==> src/dpram_host_pkg.sv <==
// Constants and types shared by the dual-port memory port controller
// Functional notes
// - Masters avoid same-location access while writing
// - Write data valid setup before write end
// - Write with enable high or write pulse
// - Drive data only after outputs turned off
// - Read needs select, enable low, write high
// - Write line high while address changes
package dpram_host_pkg;

	localparam int ADDR_W = 12;
	localparam int DATA_W = 8;
	localparam int CLK_PERIOD_NS = 25;

	// ---------------------------------------------------------------
	// Timing figures in ns
	// ---------------------------------------------------------------
	localparam int WRITE_DATA_SETUP_TIME_NS = 10;
	localparam int OUTPUT_OFF_AFTER_ENABLE_DELAY_NS = 10;
	localparam int OUTPUT_OFF_AFTER_WRITE_DELAY_NS = 10;
	localparam int CROSS_PORT_FLOW_DELAY_NS = 25;
	localparam int SELECT_ACCESS_DELAY_NS = 15;
	localparam int ENABLE_ACCESS_DELAY_NS = 10;
	localparam int WRITE_PULSE_NS = 12;

	function automatic int ns_to_cycles(input int ns);
		int c;
		c = (ns + CLK_PERIOD_NS - 1) / CLK_PERIOD_NS;
		return (c < 1) ? 1 : c;
	endfunction

	// ---------------------------------------------------------------
	// Cycle counts (least times rounded up)
	// ---------------------------------------------------------------
	localparam int OFF_CYCLES = ns_to_cycles(OUTPUT_OFF_AFTER_WRITE_DELAY_NS);
	localparam int SETUP_CYCLES = ns_to_cycles(WRITE_DATA_SETUP_TIME_NS);
	localparam int PULSE_CYCLES = ns_to_cycles(WRITE_PULSE_NS);
	localparam int READ_CYCLES = ns_to_cycles(SELECT_ACCESS_DELAY_NS);
	localparam int FLOW_CYCLES = ns_to_cycles(CROSS_PORT_FLOW_DELAY_NS);
	localparam int CNT_W = 4;

	typedef struct packed {
		logic [ADDR_W-1:0] addr;
		logic [DATA_W-1:0] wdata;
		logic write;
	} mem_req_t;

	typedef struct packed {
		logic [ADDR_W-1:0] addr;
		logic sel_n;
		logic rw;
		logic oe_n;
	} pin_ctl_t;

endpackage

==> src/dpram_port_ctrl.sv <==
// Host-side controller driving one port of the dual-port static memory
module dpram_port_ctrl
	import dpram_host_pkg::*;
(
	input wire logic mclk,
	input wire logic arst_n,
	input wire dpram_host_pkg::mem_req_t req,
	input wire logic req_valid,
	input wire logic other_write_done,
	output logic req_ready,
	output logic [DATA_W-1:0] rdata,
	output logic rdata_valid,
	output logic write_done,
	output dpram_host_pkg::pin_ctl_t pins,
	output logic [DATA_W-1:0] data_out,
	output logic data_oe_n,
	input wire logic [DATA_W-1:0] data_in
);

	typedef enum logic [2:0] {
		IDLE,
		RD_WAIT,
		WR_OFF,
		WR_PULSE,
		WR_END
	} state_t;

	state_t state;
	state_t next_state;
	logic [CNT_W-1:0] cnt;
	logic [CNT_W-1:0] next_cnt;
	mem_req_t cur;
	mem_req_t next_cur;
	pin_ctl_t next_pins;
	logic [DATA_W-1:0] next_data_out;
	logic next_data_oe_n;
	logic [DATA_W-1:0] next_rdata;
	logic next_rdata_valid;
	logic next_write_done;
	logic next_req_ready;
	logic [DATA_W-1:0] din_meta;
	logic [DATA_W-1:0] din_sync;

	// ---------------------------------------------------------------
	// Data pin synchroniser
	// ---------------------------------------------------------------
	always_ff @(posedge mclk or negedge arst_n) begin
		if (!arst_n) begin
			din_meta <= '0;
			din_sync <= '0;
		end else begin
			din_meta <= data_in;
			din_sync <= din_meta;
		end
	end

	// ---------------------------------------------------------------
	// Access sequencer
	// ---------------------------------------------------------------
	always_comb begin
		next_state = state;
		next_cnt = cnt;
		next_cur = cur;
		next_pins = pins;
		next_data_out = data_out;
		next_data_oe_n = data_oe_n;
		next_rdata = rdata;
		next_rdata_valid = 1'b0;
		next_write_done = 1'b0;
		next_req_ready = req_ready;
		unique case (state)
			IDLE: begin
				// Idle port stays deselected so the part powers down
				next_pins.sel_n = 1'b1;
				next_pins.oe_n = 1'b1;
				next_pins.rw = 1'b1;
				next_data_oe_n = 1'b1;
				if (req_valid && req_ready) begin
					next_cur = req;
					next_req_ready = 1'b0;
					// Address moves only with write line high
					next_pins.addr = req.addr;
					next_pins.sel_n = 1'b0;
					if (req.write) begin
						// Enable held high: outputs already off, no bus fight
						next_pins.oe_n = 1'b1;
						next_cnt = CNT_W'(OFF_CYCLES);
						next_state = WR_OFF;
					end else begin
						next_pins.oe_n = 1'b0;
						// Wait access time, and flow time after a far write
						next_cnt = other_write_done ? CNT_W'(FLOW_CYCLES + 1)
							: CNT_W'(READ_CYCLES + 1);
						next_state = RD_WAIT;
					end
				end
			end
			RD_WAIT: begin
				// Two-flop sync adds latency, so count covers it
				if (cnt == '0) begin
					next_rdata = din_sync;
					next_rdata_valid = 1'b1;
					next_pins.sel_n = 1'b1;
					next_pins.oe_n = 1'b1;
					next_req_ready = 1'b1;
					next_state = IDLE;
				end else begin
					next_cnt = cnt - 1'b1;
				end
			end
			WR_OFF: begin
				if (cnt <= CNT_W'(1)) begin
					next_pins.rw = 1'b0;
					next_data_out = cur.wdata;
					next_data_oe_n = 1'b0;
					next_cnt = CNT_W'((PULSE_CYCLES > SETUP_CYCLES) ? PULSE_CYCLES
						: SETUP_CYCLES);
					next_state = WR_PULSE;
				end else begin
					next_cnt = cnt - 1'b1;
				end
			end
			WR_PULSE: begin
				if (cnt <= CNT_W'(1)) begin
					// Write line rises first and ends the write
					next_pins.rw = 1'b1;
					next_state = WR_END;
				end else begin
					next_cnt = cnt - 1'b1;
				end
			end
			WR_END: begin
				// Data held one cycle past write end for hold margin
				next_data_oe_n = 1'b1;
				next_pins.sel_n = 1'b1;
				next_write_done = 1'b1;
				next_req_ready = 1'b1;
				next_state = IDLE;
			end
		endcase
	end

	always_ff @(posedge mclk or negedge arst_n) begin
		if (!arst_n) begin
			state <= IDLE;
			cnt <= '0;
			cur <= '0;
			pins <= '{addr: '0, sel_n: 1'b1, rw: 1'b1, oe_n: 1'b1};
			data_out <= '0;
			data_oe_n <= 1'b1;
			rdata <= '0;
			rdata_valid <= 1'b0;
			write_done <= 1'b0;
			req_ready <= 1'b1;
		end else begin
			state <= next_state;
			cnt <= next_cnt;
			cur <= next_cur;
			pins <= next_pins;
			data_out <= next_data_out;
			data_oe_n <= next_data_oe_n;
			rdata <= next_rdata;
			rdata_valid <= next_rdata_valid;
			write_done <= next_write_done;
			req_ready <= next_req_ready;
		end
	end

endmodule

==> config.mk <==
export PLATFORM = sky130hd
export DESIGN_NAME = dpram_port_ctrl
export DESIGN_NICKNAME = d
export VERILOG_FILES = /design/src/dpram_host_pkg.sv /design/src/dpram_port_ctrl.sv
export SDC_FILE = /design/constraint.sdc
export NUM_CORES = 1
export LEC_CHECK = 0
export ABC_AREA = 0
export BUFFER_PORTS_ARGS = -buffer_cell sky130_fd_sc_hd__buf_2
export CORE_MARGIN = 1
export CORE_UTILIZATION = 30
export DETAILED_ROUTE_END_ITERATION = 10
export SYNTH_ARGS = -nofsm -noshare
export SYNTH_HDL_FRONTEND = slang
export SYNTH_SLANG_ARGS = --single-unit
==> constraint.sdc <==
create_clock -name mclk -period 1.9 [get_ports mclk]
set_input_delay 0.38 -clock mclk [delete_from_list [all_inputs] [get_ports mclk]]
set_output_delay 0.38 -clock mclk [all_outputs]
set_load 0.02 [all_outputs]
==> results by stage <==
Clock tree:
- The CTS buffer count is 9.
- The clock sink total is 66.
- The H-tree was split into 3 levels.
- Clock latency on the worst-skew pair, taken at its later pin, is 0.33 ns.
- The CTS clock-pin slew for the worst setup and hold paths is 0.07 ns.
- The root buffer cell is clkbuf_8.
- The number of setup buffers added after CTS is 0.
- In this run, post-CTS hold repair placed 0 buffers.
- TritonCTS built the clock tree.
- In this run the deepest clock path goes through 2 buffers.

Logic synthesis:
- The cell area after technology mapping is 0.002564 sq mm.
- For this run, the number of Yosys warnings is 0.
- The count of flip-flops with a built-in enable after synthesis is 0.
- In the synthesized netlist the dominant register cell turns out to be dfrtp_1.
- After synthesis, the mean cell area works out to 14.09 sq um.
- The top cell type by area accounts for 59.54% of the synthesized area.
- The share of async-settable or async-resettable flops after synthesis is 100.0%.
- For this run, the register share of the synthesized area comes to 64.67%.
- The largest total area in the synthesized netlist belongs to dfrtp_1.
- The cell count after synthesis is 182.
- Synthesis inferred 66 register bits.
- Counting distinct cell types in the post-synthesis netlist gives 36.
- The synthesized netlist net count is 217.
- After synthesis, the cell types taking the most area are dfrtp_1, mux2_2, dfstp_2, a21oi_1, nor2_1.

Placed design:
- The HPWL after detailed placement is 3369 microns.
- Input and output buffers added on the ports amount to 66.
- The global placer's final weighted congestion is 0.7267.
- The placed instance count is 356.

Critical path:
- The critical path is of the reg -> reg type.
- The cell depth of the worst flop-to-flop path is 4.
- The delay of the slowest cell on the worst path is 0.59 ns.
- The signal on the critical path passes through or4b_4, nor3_4, buf_6, mux2_2.
- The arrival time at the worst endpoint is 2.03 ns.
- The nature of the critical path endpoint is a flop.
- STA puts the critical path data required time at 2.12 ns.
- Among all stages on the critical path, the largest delay is contributed by or4b_4.
- In this run the worst path has a maximum fanout of 8.
- The nature of the critical path startpoint is a flop.

Pwr:
- Net switching is 34.34% of the power.
- The share of total power in combinational logic is 38.7%.
- The internal power of the cells totals 4.073 mW.
- VDD sags by at most 0.7530 mV.
- The part of the power in registers is 35.7%.
- In this run, the clock network consumes 25.6% of the power.
- Summed over all nets, the switching power comes to 2.131 mW.
- The power density over the cells is 1825 mW/mm^2.
- The reported leakage power is 1.569 nW.

Drt:
- The final wirelength is 5050 microns.
- The routed layout has 1727 vias.
- Dividing the detail-routed via count by the number of cells gives 4.642.
- In the final routed layout, each cell accounts on average for 13.58 microns.
- The DRC violation count after routing is 0.
- In this run the remaining antenna-violating nets after routing total 0.
- The iteration count of the initial detailed-routing pass is 4.
- The initial detailed-routing violation count is 57.

Die:
- The initialized floorplan defines 33 standard-cell rows.
- The die covers 0.008919 sq mm.
- In this run the standard cell core region covers 0.008258 sq mm.
- The top-level I/O count is 68.
- For this configuration, the core starts out at a cell density of 31.05%.
- From left edge to right edge, the die measures 94.44 microns.
- The floorplan step set the die height to 94.44 microns.

Final layout:
- Leaving out filler cells and counting taps, the final layout contains 372.
- Across the whole layout, storage elements account for 0.001658 sq mm.
- The ratio of cells with drive above 1 in the final layout is 52.81%.
- The layout has 808 filler cells.
- The area of the multi-input gates is 849.6 sq um.
- The commonest non-fill, non-tap cell in the layout is buf_2.
- Compared with the post-synthesis result, the final layout area differs by 32.60%.
- Measured on the finished design, the core utilization comes to 41.17%.
- In the final design database the tool counted 297 nets.
- The repair_antennas step left the layout with diodes totalling 0.
- Leaving out fill and tap cells, the most frequent cells in the layout are buf_2, dfrtp_1, mux2_2.

Hold path:
- The path class of the tightest hold or removal check is in -> async.

STA:
- Setup violations remaining at the end of the flow were counted as 0.
- Timing would allow up to 551.5 MHz.
- Setup repair after global routing left no endpoint under its margin.
- For the final database, setup skew stands at 0.006638 ns.
- For the final routed database, the setup TNS stands at 0 ns.
- The relative slew slack is 76.12%.
- The transition time of the tightest slew-check pin is 0.3583 ns.
- The part of the cycle the worst path needs is 95.44%.
- The shortest period the worst path allows is 1.813 ns.
- The total count of hold-check failures in the final report was 0.
- The max-slew violation total from the final report is 0.

Flow run:
- The max-cap violation count is 0.

Global routing:
- The number of antenna violations at the first check in global routing was 0.
- The first global-routing pass estimated 8680 microns of wire.
- After global routing the overflow that remains totals 0.
- The via count of the first global-routing pass is 1822.
- For this run, the total global-route usage over all layers was measured as 13.06%.
- Entering global routing, the biggest net connects 67 pins.

Outcome:
- The flow ran to the end, and the final reports show no timing, DRC or antenna violations.
## synth_stat cells, drive strengths merged, types with 2 or more instances
master / count
ha: 2
o2111ai: 3
clkbuf: 2
nand2: 3
dfrtp: 61
dfstp: 5
or2: 3
a21oi: 7
nor3: 6
nor2: 9
o211ai: 4
o21ai: 6
mux2: 36
buf: 5
inv: 6
nand2b: 3
a31oi: 2
or3: 3
o31ai: 2
## power groups by stage
stage	clock [mW]	combinational (mW)	sequential [mW]
2_1_floorplan	0	1.20	2.63
3_3_place_gp	0	2.35	2.22
3_5_place_dp	0	2.40	2.24
4_1_cts	1.65	2.41	2.22
5_1_grt	1.70	2.63	2.29
6_report	1.59	2.40	2.22
## metrics by stage
step                hold slack [ns]  area [sq um]  power [mW]  setup WS [ns]
floorplan                   0.08441          2564       3.832         0.1299
global placement             0.3328          3112       4.572        0.04833
global route                0.04799          3400       6.617        0.01787
detailed placement           0.3347          3112       4.645        0.04091
finish                      0.05404          3400       6.204        0.08672
CTS                         0.05390          3387       6.278        0.01972
## registers in the layout, summed over array words and instances, names as in the netlist
| signal | flops |
|---|---|
| pins | 15 |
| cur | 8 |
| data_out | 8 |
| din_meta | 8 |
| din_sync | 8 |
| rdata | 8 |
| cnt | 4 |
| state | 3 |
| data_oe_n | 1 |
| rdata_valid | 1 |
| req_ready | 1 |
| write_done | 1 |
## kinds of logic (layout without fill, tap and decap cells)
family,Yosys count,count (layout),share of synthesized area [%]
compound gates,32,32,8.395
fa+ha+maj,2,2,0.9759
buf+inv,14,99,2.635
flops,66,66,64.67
mux,36,36,15.81
simple gates,32,32,7.516
## final cells by class
type	count	area share (%)
repair buffers	76	13.51
clock inverters	6	4.049
multi-input cells	102	24.99
flip-flops and latches	66	48.77
well taps	105	3.865
clock buffers	10	4.049
inverters	7	0.7729
## final timing paths
path	from	endpoint	slack, ns
setup / recovery	cnt[3]	rdata[5]	0.09
hold / removal	arst_n	rdata[7]	0.05
setup reg to reg	cnt[3]	rdata[5]	0.09
hold reg to reg	din_meta[2]	din_sync[2]	0.35
max in group asynchronous	arst_n	pins[1]	1.53
min in group mclk	data_in[6]	din_meta[6]	0.15
## worst max-delay path, delay by kind of cell, from the launching register on
family | cells | cell delay, ns
buffers and inverters | 1 | 0.17
muxes | 1 | 0.33
and+or+nand+nor | 2 | 0.76
DFF | 1 | 0.43
## timing repair
item / in CTS / in global routing
hold endpoints to repair: 0 / 0
setup endpoints to repair: 0 / 9
gates resized for setup: 0 / 3
## routing by layer
layer / share of wire (%) / track usage, % / vias to the layer above
li1: - / - / 813
met1: 43 / 14.75 / 854
met2: 49 / 21.92 / 56
met3: 6.4 / 6.119 / 4
met4: 0.99 / 3.846 / 0
met5: 0 / 0 / -
No activity file was read; power rests on OpenSTA's default activity.
